===== src/rtl/sabs_pkg.sv =====
// Package: constants for the stack ALU, shift and branch datapath
package sabs_pkg;

  // Data path width
  localparam int SABS_W = 16;

  // Reset values
  localparam logic [15:0] SABS_WORD_RST = 16'h0000;
  localparam logic [15:0] SABS_PC_RST = 16'h0000;
  localparam logic SABS_CARRY_RST = 1'b0;

  // Configuration register field position of the carry flag
  localparam int SABS_CFG_CARRY_BIT = 0;
  localparam logic [15:0] SABS_CFG_RST = 16'h0000;

  // Register map of the plain register port (indices)
  localparam logic [1:0] SABS_ADDR_CFG = 2'h0;
  localparam logic [1:0] SABS_ADDR_TOP = 2'h1;
  localparam logic [1:0] SABS_ADDR_NEXT = 2'h2;
  localparam logic [1:0] SABS_ADDR_INDEX = 2'h3;

  // Operation select
  localparam logic [2:0] SABS_OP_NONE = 3'h0;
  localparam logic [2:0] SABS_OP_BR_ZERO = 3'h1;
  localparam logic [2:0] SABS_OP_BR_LOOP = 3'h2;
  localparam logic [2:0] SABS_OP_ALU = 3'h3;

  // ALU function codes
  localparam logic [3:0] SABS_ALU_PASS = 4'h0;
  localparam logic [3:0] SABS_ALU_AND = 4'h2;
  localparam logic [3:0] SABS_ALU_NOR = 4'h3;
  localparam logic [3:0] SABS_ALU_SUB_SW = 4'h4;
  localparam logic [3:0] SABS_ALU_SUB_SWB = 4'h5;
  localparam logic [3:0] SABS_ALU_OR = 4'h7;
  localparam logic [3:0] SABS_ALU_ADD = 4'h8;
  localparam logic [3:0] SABS_ALU_ADDC = 4'h9;
  localparam logic [3:0] SABS_ALU_XOR = 4'hA;
  localparam logic [3:0] SABS_ALU_XNOR = 4'hB;
  localparam logic [3:0] SABS_ALU_SUB = 4'hC;
  localparam logic [3:0] SABS_ALU_SUBB = 4'hD;

  // Shift codes
  localparam logic [3:0] SABS_SH_NONE = 4'h0;
  localparam logic [3:0] SABS_SH_SIGN = 4'h1;
  localparam logic [3:0] SABS_SH_LEFT = 4'h2;
  localparam logic [3:0] SABS_SH_LEFT_C = 4'h3;
  localparam logic [3:0] SABS_SH_RIGHT_CLR = 4'h4;
  localparam logic [3:0] SABS_SH_RIGHT_C = 4'h5;
  localparam logic [3:0] SABS_SH_LOGICAL_RIGHT_16 = 4'h6;
  localparam logic [3:0] SABS_SH_ARITH_RIGHT_16 = 4'h7;
  localparam logic [3:0] SABS_SH_NEXT_LEFT = 4'h8;
  localparam logic [3:0] SABS_SH_NEXT_LEFT_C = 4'h9;
  localparam logic [3:0] SABS_SH_LEFT_32 = 4'hA;
  localparam logic [3:0] SABS_SH_LEFT_32_C = 4'hB;
  localparam logic [3:0] SABS_SH_RIGHT_32_CLR = 4'hC;
  localparam logic [3:0] SABS_SH_RIGHT_32_C = 4'hD;
  localparam logic [3:0] SABS_SH_LOGICAL_RIGHT_32 = 4'hE;
  localparam logic [3:0] SABS_SH_ARITH_RIGHT_32 = 4'hF;

  // Block select codes
  localparam logic [1:0] SABS_BLK_SAME = 2'h0;
  localparam logic [1:0] SABS_BLK_NEXT = 2'h1;
  localparam logic [1:0] SABS_BLK_ZERO = 2'h2;
  localparam logic [1:0] SABS_BLK_PREV = 2'h3;

endpackage : sabs_pkg


===== src/rtl/sabs_datapath.sv =====
// Stack ALU, one-bit shift unit and zero/loop branch datapath
`timescale 1ns/1ps
`default_nettype none
//
// Operation
// - zero-test branch: load PC, N to T, pop
// - loop branch nonzero index: branch, decrement index
// - loop branch zero index: pop return stack
// - ALU uses head and second, result to head
// - Boolean functions leave carry untouched
// - Addition stores carry-out, optional carry-in
// - Carry is configuration bit 0, software accessible
// - Add/sub update carry; only three use it
// - Shift field shifts 16 or 32 bits
// - Codes 0-7 head only; others second/pair
// - 32-bit form: head high, second low
// - 0000 pass through; 0001 sign fill
// - 0010/0011 left shift, MSB to carry
// - 0100/0101 right through carry
// - 0110 logical right, zero top and carry
// - 0111 arithmetic right, bit 15 to carry
// - 1000/1001 shift second register left only
// - 1010/1011 32-bit left shift
// - 1100/1101 32-bit right through carry
// - 1110 32-bit logical right
// - 1111 32-bit arithmetic right
// - Branch target from block select and offset
//
module sabs_datapath
  import sabs_pkg::*;
(
  // Clock, reset and enable
  input wire logic core_clk_in,
  input wire logic rstn_in,
  input wire logic clk_en_in,
  // Operation request, one cycle each
  input wire logic op_valid_in,
  input wire logic [2:0] op_sel_in,
  input wire logic [3:0] alu_func_in,
  input wire logic [3:0] shift_sel_in,
  input wire logic [1:0] block_select_field_in,
  input wire logic [8:0] offset_in,
  // Program counter (already pointing at the following instruction)
  input wire logic [15:0] pc_in,
  // Stack controller data
  input wire logic [15:0] pstack_data_in,
  input wire logic [15:0] rstack_data_in,
  // Register port
  input wire logic [1:0] reg_addr_in,
  input wire logic [15:0] reg_wdata_in,
  input wire logic reg_wr_in,
  input wire logic reg_rd_in,
  output logic [15:0] reg_rdata_out,
  // Program counter load
  output logic pc_load_out,
  output logic [15:0] pc_target_out,
  // Stack controller strobes
  output logic pstack_pop_out,
  output logic rstack_pop_out,
  // Architectural state
  output logic [15:0] top_out,
  output logic [15:0] next_out,
  output logic [15:0] index_out,
  output logic carry_flag_out
);

  ////////////////////////////////////////////////////////////////////////////
  // Functions

  // Branch target: new block bits, offset bits, bit 0 forced low
  function automatic logic [15:0] sabs_target(input logic [15:0] pc, input logic [1:0] blk,
                                              input logic [8:0] ofs);
    logic [5:0] block;
    block = pc[15:10];
    if (blk == SABS_BLK_NEXT) begin
      block = block + 6'h01;
    end else if (blk == SABS_BLK_ZERO) begin
      block = 6'h00;
    end else if (blk == SABS_BLK_PREV) begin
      block = block - 6'h01;
    end
    return {block, ofs, 1'b0};
  endfunction : sabs_target

  // 17-bit adder, carry-out in the top bit
  function automatic logic [16:0] sabs_add(input logic [15:0] a, input logic [15:0] b, input logic cin);
    return {1'b0, a} + {1'b0, b} + {16'h0000, cin};
  endfunction : sabs_add

  ////////////////////////////////////////////////////////////////////////////
  // State

  logic [15:0] top_reg; // Stack head
  logic [15:0] next_reg; // Second stack register
  logic [15:0] index_reg; // Loop index register
  logic carry_reg; // Carry, bit 0 of the configuration register
  logic [15:0] top_next;
  logic [15:0] next_next;
  logic carry_next;

  // Combinational ALU and shifter
  logic [15:0] alu_z; // ALU output
  logic alu_carry; // Carry after the ALU step
  logic [16:0] sum; // Adder result

  ////////////////////////////////////////////////////////////////////////////
  // ALU: head is the first operand, second register the other, except in the swapped subtracts

  always_comb begin
    sum = 17'h00000;
    alu_z = top_reg;
    alu_carry = carry_reg;
    case (alu_func_in)
      SABS_ALU_AND: alu_z = top_reg & next_reg;
      SABS_ALU_NOR: alu_z = ~(top_reg | next_reg);
      SABS_ALU_OR: alu_z = top_reg | next_reg;
      SABS_ALU_XOR: alu_z = top_reg ^ next_reg;
      SABS_ALU_XNOR: alu_z = ~(top_reg ^ next_reg);
      SABS_ALU_ADD, SABS_ALU_ADDC: begin
        // Carry-in only for the with-carry form
        sum = sabs_add(top_reg, next_reg, (alu_func_in == SABS_ALU_ADDC) & carry_reg);
        alu_z = sum[15:0];
        alu_carry = sum[16];
      end
      SABS_ALU_SUB, SABS_ALU_SUBB: begin
        // Head minus second; without borrow the carry-in is one
        sum = sabs_add(top_reg, ~next_reg, (alu_func_in == SABS_ALU_SUBB) ? carry_reg : 1'b1);
        alu_z = sum[15:0];
        alu_carry = sum[16];
      end
      SABS_ALU_SUB_SW, SABS_ALU_SUB_SWB: begin
        // Swapped: second minus head
        sum = sabs_add(next_reg, ~top_reg, (alu_func_in == SABS_ALU_SUB_SWB) ? carry_reg : 1'b1);
        alu_z = sum[15:0];
        alu_carry = sum[16];
      end
      default: alu_z = top_reg; // Pass head, carry unchanged
    endcase
  end

  ////////////////////////////////////////////////////////////////////////////
  // Shifter: head is the high word, second register the low word

  always_comb begin
    top_next = alu_z;
    next_next = next_reg;
    carry_next = alu_carry;
    case (shift_sel_in)
      // Codes below eight touch only the head
      SABS_SH_NONE: top_next = alu_z;
      SABS_SH_SIGN: top_next = {16{alu_z[15]}};
      SABS_SH_LEFT, SABS_SH_LEFT_C: begin
        top_next = {alu_z[14:0], (shift_sel_in == SABS_SH_LEFT_C) ? alu_carry : 1'b0};
        carry_next = alu_z[15];
      end
      SABS_SH_RIGHT_CLR, SABS_SH_RIGHT_C: begin
        top_next = {alu_carry, alu_z[15:1]};
        carry_next = (shift_sel_in == SABS_SH_RIGHT_C) ? alu_z[0] : 1'b0;
      end
      SABS_SH_LOGICAL_RIGHT_16: begin
        top_next = {1'b0, alu_z[15:1]};
        carry_next = 1'b0;
      end
      SABS_SH_ARITH_RIGHT_16: begin
        top_next = {alu_z[15], alu_z[15:1]};
        carry_next = alu_z[15];
      end
      // Second register alone; head and carry keep the ALU result
      SABS_SH_NEXT_LEFT, SABS_SH_NEXT_LEFT_C: begin
        next_next = {next_reg[14:0], (shift_sel_in == SABS_SH_NEXT_LEFT_C) ? alu_carry : 1'b0};
      end
      SABS_SH_LEFT_32, SABS_SH_LEFT_32_C: begin
        top_next = {alu_z[14:0], next_reg[15]};
        next_next = {next_reg[14:0], (shift_sel_in == SABS_SH_LEFT_32_C) ? alu_carry : 1'b0};
        carry_next = alu_z[15];
      end
      SABS_SH_RIGHT_32_CLR, SABS_SH_RIGHT_32_C: begin
        top_next = {alu_carry, alu_z[15:1]};
        next_next = {alu_z[0], next_reg[15:1]};
        carry_next = (shift_sel_in == SABS_SH_RIGHT_32_C) ? next_reg[0] : 1'b0;
      end
      SABS_SH_LOGICAL_RIGHT_32: begin
        top_next = {1'b0, alu_z[15:1]};
        next_next = {alu_z[0], next_reg[15:1]};
        carry_next = 1'b0;
      end
      default: begin
        top_next = {alu_z[15], alu_z[15:1]};
        next_next = {alu_z[0], next_reg[15:1]};
        carry_next = alu_z[15];
      end
    endcase
  end

  ////////////////////////////////////////////////////////////////////////////
  // Decoded strobes

  logic do_alu;
  logic do_zero_br;
  logic do_loop;
  logic head_zero;
  logic index_zero;
  logic sw_wr_cfg;
  logic sw_wr_top;
  logic sw_wr_next;
  logic sw_wr_index;

  always_comb begin
    do_alu = op_valid_in && (op_sel_in == SABS_OP_ALU);
    do_zero_br = op_valid_in && (op_sel_in == SABS_OP_BR_ZERO);
    do_loop = op_valid_in && (op_sel_in == SABS_OP_BR_LOOP);
    head_zero = (top_reg == SABS_WORD_RST);
    index_zero = (index_reg == SABS_WORD_RST);
    sw_wr_cfg = 1'b0;
    sw_wr_top = 1'b0;
    sw_wr_next = 1'b0;
    sw_wr_index = 1'b0;
    if (reg_addr_in == SABS_ADDR_CFG) begin
      sw_wr_cfg = reg_wr_in;
    end else if (reg_addr_in == SABS_ADDR_TOP) begin
      sw_wr_top = reg_wr_in;
    end else if (reg_addr_in == SABS_ADDR_NEXT) begin
      sw_wr_next = reg_wr_in;
    end else begin
      sw_wr_index = reg_wr_in;
    end
  end

  ////////////////////////////////////////////////////////////////////////////
  // Head and second register; operations win over software writes

  always_ff @(posedge core_clk_in) begin
    if (!rstn_in) begin
      top_reg <= SABS_WORD_RST;
      next_reg <= SABS_WORD_RST;
    end else if (clk_en_in) begin
      if (do_alu) begin
        top_reg <= top_next;
        next_reg <= next_next;
      end else if (do_zero_br && head_zero) begin
        top_reg <= next_reg;
        next_reg <= pstack_data_in;
      end else if (!do_zero_br && !do_loop) begin
        if (sw_wr_top) begin
          top_reg <= reg_wdata_in;
        end
        if (sw_wr_next) begin
          next_reg <= reg_wdata_in;
        end
      end
    end
  end

  // Carry flag: ALU step commits it, else software may set it
  always_ff @(posedge core_clk_in) begin
    if (!rstn_in) begin
      carry_reg <= SABS_CARRY_RST;
    end else if (clk_en_in) begin
      if (do_alu) begin
        carry_reg <= carry_next;
      end else if (sw_wr_cfg) begin
        carry_reg <= reg_wdata_in[SABS_CFG_CARRY_BIT];
      end
    end
  end

  // Loop index: decrement while nonzero, reload from return stack at zero
  always_ff @(posedge core_clk_in) begin
    if (!rstn_in) begin
      index_reg <= SABS_WORD_RST;
    end else if (clk_en_in) begin
      if (do_loop) begin
        if (!index_zero) begin
          index_reg <= index_reg - 16'h0001;
        end else begin
          index_reg <= rstack_data_in;
        end
      end else if (sw_wr_index) begin
        index_reg <= reg_wdata_in;
      end
    end
  end

  // Program counter load and stack pops, one-cycle pulses
  always_ff @(posedge core_clk_in) begin
    if (!rstn_in) begin
      pc_load_out <= 1'b0;
      pc_target_out <= SABS_PC_RST;
      pstack_pop_out <= 1'b0;
      rstack_pop_out <= 1'b0;
    end else if (clk_en_in) begin
      pc_load_out <= (do_zero_br && head_zero) || (do_loop && !index_zero);
      pc_target_out <= sabs_target(pc_in, block_select_field_in, offset_in);
      pstack_pop_out <= do_zero_br && head_zero;
      rstack_pop_out <= do_loop && index_zero;
    end else begin
      // Frozen cycles must not repeat a pulse
      pc_load_out <= 1'b0;
      pstack_pop_out <= 1'b0;
      rstack_pop_out <= 1'b0;
    end
  end

  // Read data, one cycle after the read strobe; zero after other enabled cycles, held while frozen
  always_ff @(posedge core_clk_in) begin
    if (!rstn_in) begin
      reg_rdata_out <= SABS_WORD_RST;
    end else if (clk_en_in) begin
      if (!reg_rd_in) begin
        reg_rdata_out <= SABS_WORD_RST;
      end else if (reg_addr_in == SABS_ADDR_CFG) begin
        reg_rdata_out <= {15'h0000, carry_reg};
      end else if (reg_addr_in == SABS_ADDR_TOP) begin
        reg_rdata_out <= top_reg;
      end else if (reg_addr_in == SABS_ADDR_NEXT) begin
        reg_rdata_out <= next_reg;
      end else begin
        reg_rdata_out <= index_reg;
      end
    end
  end

  // State mirrors, frozen together with the state they copy
  always_ff @(posedge core_clk_in) begin
    if (!rstn_in) begin
      top_out <= SABS_WORD_RST;
      next_out <= SABS_WORD_RST;
      index_out <= SABS_WORD_RST;
      carry_flag_out <= SABS_CARRY_RST;
    end else if (clk_en_in) begin
      top_out <= top_reg;
      next_out <= next_reg;
      index_out <= index_reg;
      carry_flag_out <= carry_reg;
    end
  end

endmodule : sabs_datapath
`default_nettype wire


===== config.mk =====
export PLATFORM = sky130hd
export DESIGN_NAME = sabs_datapath
export DESIGN_NICKNAME = d
export VERILOG_FILES = /design/src/rtl/sabs_pkg.sv /design/src/rtl/sabs_datapath.sv
export SDC_FILE = /design/constraint.sdc
export NUM_CORES = 1
export LEC_CHECK = 0
export BUFFER_PORTS_ARGS = -buffer_cell sky130_fd_sc_hd__buf_2
export CAP_MARGIN = 20
export CORE_MARGIN = 1
export CORE_UTILIZATION = 53
export DETAILED_ROUTE_END_ITERATION = 8
export HOLD_SLACK_MARGIN = 0.05
export PLACE_DENSITY = 0.77
export SLEW_MARGIN = 10
export SYNTH_ARGS = -nofsm -noshare
export SYNTH_HDL_FRONTEND = slang
export SYNTH_SLANG_ARGS = --single-unit

===== constraint.sdc =====
create_clock -name core_clk_in -period 4.3 [get_ports core_clk_in]
set_clock_uncertainty 0.2 [all_clocks]
set_input_delay 0.645 -clock core_clk_in [delete_from_list [all_inputs] [get_ports core_clk_in]]
set_output_delay 0.645 -clock core_clk_in [all_outputs]
set_load 0.05 [all_outputs]

# Word-level counts from Yosys, hierarchy flattened
# Index checks and enable logic that the tools add are counted.
# word_totals
register_bits,132
output_inout_bits,84
word_cells,143
# classes
n_addsub,9
eq_ne,34
n_mux,41
n_bitwise,8
reduce_logical,38
# ops
operator,n
two-way mux 16 bit,15
one-hot mux 16 bit (8 select lines),1
one-hot mux 16 bit (6 select lines),1
NOT 16 bit,4
equality test 4 bit (second input constant),13
adder 16 x 16 -> 17 bit,3
adder 17 x 1 -> 17 bit,3
one-hot mux 16 bit (3 select lines),1
zero test 16 bit,2
equality test 4 x 3 -> 1 bit (second input constant),7
two-way mux 1 bit,18
two-way mux 6 bit,3
OR reduction 2 bit,9
AND 16 bit,1
equality test 4 x 2 -> 1 bit (second input constant),4
bitwise OR 16 bit,1
subtractor 16 x 1 -> 16 bit (second input constant),1
XOR 16 bit,1
nonzero test 3 bit,3
OR reduction 4 bit,2
OR reduction 8 bit,1
logical AND 1 bit,7
adder 6 x 1 -> 6 bit (second input constant),1
equality test 2 bit (second input constant),3
18 further kinds,25

# Logic depth before layout (Yosys ltp)
# Gate-level depths: netlist of the first run.
# depth
depth_word,8
depth_mapped,16

# Worst setup path before layout of the first run
# OpenSTA, ideal clock, no wires.
# synth_timing
kind,input -> register
startpoint,in alu_func_in[2]
endpoint,reg top_reg[13]
setup_ns,0.126
arrival_time_ns,4.333
slack_ns,-0.359
path_stages,16
n_path_buf,3
cell_sequence,buf_2 -> buf_2 -> nor3b_2 -> clkbuf_1 -> nand3_1 -> fa_1 -> fa_1 -> and2b_1 -> o2111ai_1 -> a211oi_1 -> a21o_1 -> xnor2_1 -> a221oi_1 -> nor3_1 -> a2111oi_2 -> o31ai_1
# synth_between
elab_chain_cells,6
# synth_rtl
item,line_no,source
"start, declared",sabs_datapath.sv:39,"input wire logic [3:0] alu_func_in,"
"equality test 4 x 3 -> 1 bit, or another cell as far along","sabs_datapath.sv:113, sabs_datapath.sv:133",
"two-way mux 1 bit, or another cell as far along",sabs_datapath.sv:133,"sum = sabs_add(next_reg, ~top_reg, (alu_func_in == SABS_ALU_SUB_SWB) ? carry_reg : 1'b1);"
adder 17 x 1 -> 17 bit,sabs_datapath.sv:87,"return {1'b0, a} + {1'b0, b} + {16'h0000, cin};"
one-hot mux 16 bit (8 select lines) *,sabs_datapath.sv:113,case (alu_func_in)
one-hot mux 16 bit (6 select lines) *,sabs_datapath.sv:148,case (shift_sel_in)
two-way mux 16 bit *,sabs_datapath.sv:237,if (do_alu) begin
"end signal, assigned",sabs_datapath.sv:238,top_reg <= top_next;
"end signal, assigned",sabs_datapath.sv:241,top_reg <= next_reg;
"end signal, assigned",sabs_datapath.sv:245,top_reg <= reg_wdata_in;
"end, declared",sabs_datapath.sv:93,logic [15:0] top_reg;
# Every way passes the cells marked *; elsewhere a longest branch is shown, timed or not.
# A chain may end at the register's enable or synchronous reset.

# Worst setup path in the final report of the first run
# layout_timing
startpoint,in alu_func_in[1]
endpoint,reg top_reg[11]
# The elaborated chain is that of the path after synthesis.

==> results of run 1 <==
cell families (layout without fill, tap and decap cells):
| logic type | Yosys count | in the layout | share of synthesized area (%) |
|---|---|---|---|
| AO/OA/AOI/OAI | 465 | 465 | 29.1 |
| XOR/XNOR | 10 | 10 | 0.781 |
| adder cells (fa/ha/maj) | 72 | 72 | 8.44 |
| buffers and inverters | 183 | 427 | 6.43 |
| flip-flops | 132 | 132 | 23.6 |
| multiplexers | 79 | 79 | 7.18 |
| other | 1 | 1 | 0.0335 |
| AND/OR/NAND/NOR | 540 | 540 | 24.4 |
synthesized netlist by cell type (5+ instances only):
cell type  instances
nor2b_1          102
nand4_1            6
o21ai_0           64
a31oi_1           14
o31ai_1           15
o32ai_1           18
or2_2              7
buf_1             10
a221oi_1           9
a2bb2oi_1          5
a21boi_0           7
a32oi_1            6
buf_2             18
fa_1               6
dfxtp_1          132
clkbuf_1          73
mux2i_1           77
nand3_1           37
o22ai_1           30
a21o_1             7
nor3_1            42
o221ai_1           7
o21bai_1           5
and2_1            31
a311oi_1          18
a211oi_1          51
nand3b_1           6
nand2b_1          16
or3_1              8
nor2_1           105
o211a_1            8
o221a_2            7
nor4_1            16
nand2_1          137
inv_1             76
o211ai_1          29
a2111oi_0         12
ha_1              66
a21oi_1           94
xnor2_1            7
o21a_1            10
or4_1              7
area by class of cell:
type                            count  share of cell area [%]
Tap cell                          270                    2.46
Multi-Input combinational cell   1167                    57.6
Inverter                           79                    2.16
Timing Repair Buffer              316                    14.3
Clock inverter                     15                    1.09
Sequential cell                   132                    19.2
Clock buffer                       17                    3.10
repair_timing:
item | in CTS | in global routing
gates resized for setup | 1 | 8
setup endpoints to repair | 1 | 4
pin swaps | 0 | 6
cloned | 0 | 0
routing by layer:
layer | global-route usage [%] | up-vias | wire length, um
met3 | 10.2 | 245 | 5900
li1 | - | 5906 | -
met1 | 55.0 | 6135 | 17800
met5 | 0 | - | 0
met4 | 28.8 | 0 | 3650
met2 | 65.2 | 961 | 20100
how the worst max path moves through the flow:
stage / to / from / cells past startpoint
3_5_place_dp: top_reg[11] / alu_func_in[1] / 19
5_1_grt: top_reg[11] / alu_func_in[1] / 19
3_3_place_gp: top_reg[11] / alu_func_in[1] / 19
4_1_cts: top_reg[11] / alu_func_in[1] / 19
2_1_floorplan: top_reg[11] / alu_func_in[3] / 15
6_report: top_reg[11] / alu_func_in[1] / 19
power breakdown:
part | internal [mW] | switching (mW) | total (mW)
clock | 0.775 | 0.681 | 1.46
sequential | 1.26 | 0.0402 | 1.30
combinational | 0.574 | 0.913 | 1.49
critical path, stage by stage:
cell and delay, ps:
buf_2 110, nand2b_1 200, nor2_2 120, nand2_1 70
fa_1 410, fa_1 400, nor2b_1 140, o31ai_1 220
buf_4 160, o31ai_1 90, a2111oi_1 430, buf_4 180
o31ai_1 70, a31oi_1 200, buf_4 150, nor2_1 40
a2111oi_2 350, buf_4 170, a211oi_1 60
==> impl_metrics.ini, run 1 <==
[run_status]
outcome = finished, final reports clean

[finish]
ff_latch_area_sq_mm = 0.00264
num-nets-final = 1879
antennaDiodeCount = 0
final_common_cell = buf_2
final_cell_mix = 164 x buf_2, 151 x buf_4, 137 x nand2_1
stdcell_count = 1996
final_cell_area_sq_mm = 0.0137
n_fill_cell = 1779
utilization_pct = 67.0
drive_gt1_share_pct = 22.7
syn2layout_area_growth_pct = 22.5
multi_input_area_sq_mm = 0.00792

[timing]
finalSetupViolCount = 0
grt_setup_unrepaired = yes
clock.fmax_mhz = 241
timing.hold.ws_ps = 270
finalHoldViolations = 0
max-slew-margin-rel_pct = 45.9
worstMarginPinSlew_ps = 808
setup_ws_ps = 146
fin_tns_setup_ps = 0
slew_violations = 0
fin_crit_ps = 4150
finalCritPeriodShare_pct = 96.6

[synthesis]
synth_area_sq_mm = 0.0112
synth.yosys.warnings = 0
synth-seq-area-share_pct = 23.6
synth_top_cell_area_share_pct = 23.6
syn_area_per_cell_sq_um = 7.56
synth_cells = 1482
synth_edf_count = 0
yosys_most_used_dff = dfxtp_1
synth_area_leaders = dfxtp_1 24%, ha_1 7.4%, mux2i_1 6.9%
syn_nets = 1648
synthArstFlopShare_pct = 0
synth.ff_latch_count = 132
synth_largest_area_cell = dfxtp_1
yosys.cell_types.count = 85

[place]
pre_cts_ws_ps = -480
place.gp.congestion = 1.03
place_inst = 1964
placed_cell_area_sq_mm = 0.0131
place_hpwl_mm = 35.3
port-buffer-count = 166

[setup_path]
endpoint_kind = register
cp.arrival_ps = 4250
worst-path-max-fanout = 2
reg2reg_to = top_reg[11]
reg2reg_slack_ps = 340
critPathLaunchType = input port
r2r_cells = 17
worstSetupPathType = in -> reg
required_ps = 4400
r2r_start = carry_reg

[detailed_routing]
firstDrtPassIters = 9
drc = 0
ant_nets = 0
drt_iter0_markers = 1544
via_per_inst = 6.64
num_vias = 13247
wl_mm = 47.5
routedWlPerCell_um = 23.8

[clock_network]
post_cts_buffers = 0
hold_buffers = 0
cts_tree = done
clock_sinks = 132
cts.path.max_buffers = 2
cts_htree_levels = 4
cts_buffers = 17
clkLatencyLatePin_ps = 430
root_buffer = clkbuf_16
clkTransAtPathRegs_ps = 70

[floorplan]
chipHeight_um = 147
rows = 52
dieArea_sq_mm = 0.0217
boundaryPins = 178
coreArea_sq_mm = 0.0205
die_w_um = 147
start_util_pct = 54.7

[pwr]
p_leak_nw = 5.81
vdd_drop_max_uv = 303
power_mw = 4.25
power.density_mw_per_mm2 = 309

[grt]
grt_use_total_pct = 43.3
antenna_found_initial = 0
grt_pass1_vias = 12293
grt_pass1_wl_mm = 71.8
grt_max_degree = 69
grt-ovfl-total = 0

[hold_path]
hold_end = pc_target_out[8]
hold_path_depth = 3
hold_start = offset_in[7]
hold_path.class = in -> reg

[job]
cap_violations = 0
Note: power is estimated with default switching activity, not from simulation.
==> inputs of run 2 (changes only) <==
CORE_ASPECT_RATIO = 0.8   (was default)
==> run 2 against run 1 <==
  * Sequential cell count unchanged
  * First-iteration DRC count increased by 26%
  * Utilization decreased by 1.3 points
  * Critical path depth decreased by 2
  * Combinational power decreased by 5%
  * Sequential power about the same
  * Non-clock buffer count decreased by 21
  * Critical path type unchanged
  * Critical endpoint is now top_reg[15]
==> impl_metrics.ini, run 2 (synthesis gave the netlist of run 1 again) <==
[detailed_routing]
firstDrtPassIters = 6
via_per_inst = 6.59
top_layer = met4
wl_met2_mm = 18.9
routedWlPerCell_um = 22.9
wl_mm = 45.3
wirelength_met1_mm = 19.2
ant_nets = 0
drt_iter0_markers = 1944
drc = 0
dr_wl_met3_mm = 5.87
num_vias = 13005

[grt]
grt_pass1_vias = 12167
grt-ovfl-total = 0
grt_pass1_wl_mm = 69.6
grt_use_total_pct = 41.2
antenna_found_initial = 1
grt_max_degree = 78

[pwr]
p_leak_nw = 5.71
power.density_mw_per_mm2 = 312
vdd_drop_max_uv = 255

[setup_path]
cp.arrival_ps = 4210
max_stage_delay_ps = 450
crit_slowest_cell = a2111oi_1
required_ps = 4380
worstSetupPathType = in -> reg
critPathLaunchType = input port
path_cells = buf_2, nand2b_1, nor2_2, nand2_1, fa_2, fa_1, nor2b_1, o31ai_1, buf_4, buf_4, o221a_2, o21ai_0, o21ai_0, o2bb2ai_2, nor3_1, a2111oi_1, o32ai_1
endpoint_kind = register
worst-path-max-fanout = 4

[clock_network]
root_buffer = clkbuf_16
clock_sinks = 132
clkLatencyLatePin_ps = 420
hold_buffers = 0
cts_htree_levels = 4
cts_buffers = 17
cts.path.max_buffers = 2
clkTransAtPathRegs_ps = 60
cts_tree = done
post_cts_buffers = 0
cts-resized-gates = 0

[place]
port-buffer-count = 166
place.gp.congestion = 1.02
place_hpwl_mm = 34.0

[floorplan]
coreArea_sq_mm = 0.0207
dieArea_sq_mm = 0.0217
start_util_pct = 54.1
chipHeight_um = 132
rows = 47
boundaryPins = 178
die_w_um = 165

[job]
cap_violations = 0

[timing]
fin_tns_setup_ps = 0
slew_violations = 0
finalSetupViolCount = 0
clock.fmax_mhz = 242
max-slew-margin-rel_pct = 41.4
grt_setup_unrepaired = no
finalHoldViolations = 0
fin_crit_ps = 4130
worstMarginPinSlew_ps = 874
finalCritPeriodShare_pct = 96.0

[finish]
drive_gt1_share_pct = 21.6
utilization_pct = 65.7
final_cell_mix = 164 x buf_2, 137 x nand2_1, 132 x dfxtp_1
syn2layout_area_growth_pct = 21.3
final_common_cell = buf_2
num-nets-final = 1858
n_fill_cell = 1839

[run_status]
outcome = finished, final reports clean

[hold_path]
hold_path.class = reg -> reg
-- run 2: path summary, 6_finish.rpt --
kind              slack [ps]                end         startpoint  cells past startpoint
setup / recovery         170        top_reg[15]     alu_func_in[1]                     17
hold / removal           280  pc_target_out[12]  pc_target_out[12]                      1
setup reg to reg         300        top_reg[15]          carry_reg                     15
hold reg to reg          280  pc_target_out[12]  pc_target_out[12]                      1
-- run 2: metrics by stage --
stage / worst slack [ps] / cells / hold slack, ps / total power [mW] / area (sq um)
finish: 172 / 1974 / 280 / 4.24 / 13600
global route: 30.2 / 1974 / 294 / 4.40 / 13600
CTS: 144 / 1973 / 280 / 4.18 / 13600
detailed placement: -252 / 1942 / 265 / 2.68 / 13000
global placement: -250 / 1942 / 260 / 2.67 / 13000
floorplan: 24.3 / 1482 / 269 / 2.16 / 11200
-- run 2: layer usage --
metal / track usage [%] / up-vias
li1: - / 5871
met4: 13.1 / 0
met5: 0 / -
met1: 59.3 / 6104
met3: 11.4 / 111
met2: 58.9 / 919
-- run 2: power breakdown --
group	switching, mW	leakage, nW	internal, mW	total (mW)
Clock	0.594	0.290	0.928	1.52
Combinational	0.887	4.35	0.533	1.42
Sequential	0.0361	1.07	1.26	1.30
-- run 2: layout make-up --
cell class	instances	area (sq um)	area share (%)
repair buffers	295	1800	13.3
flip-flops and latches	132	2640	19.4
inverters	79	297	2.18
multi-input cells	1167	7910	58.2
well taps	269	337	2.48
clock buffers	19	443	3.26
clock inverters	12	155	1.14
diodes	1	2.50	0.0184
-- run 2: critical path: cells and delay by family --
kind | cells | cell delay [ps]
AOI/OAI and AO/OA | 7 | 1720
adders and majority gates | 2 | 800
and+or+nand+nor | 5 | 650
buffers and inverters | 3 | 380
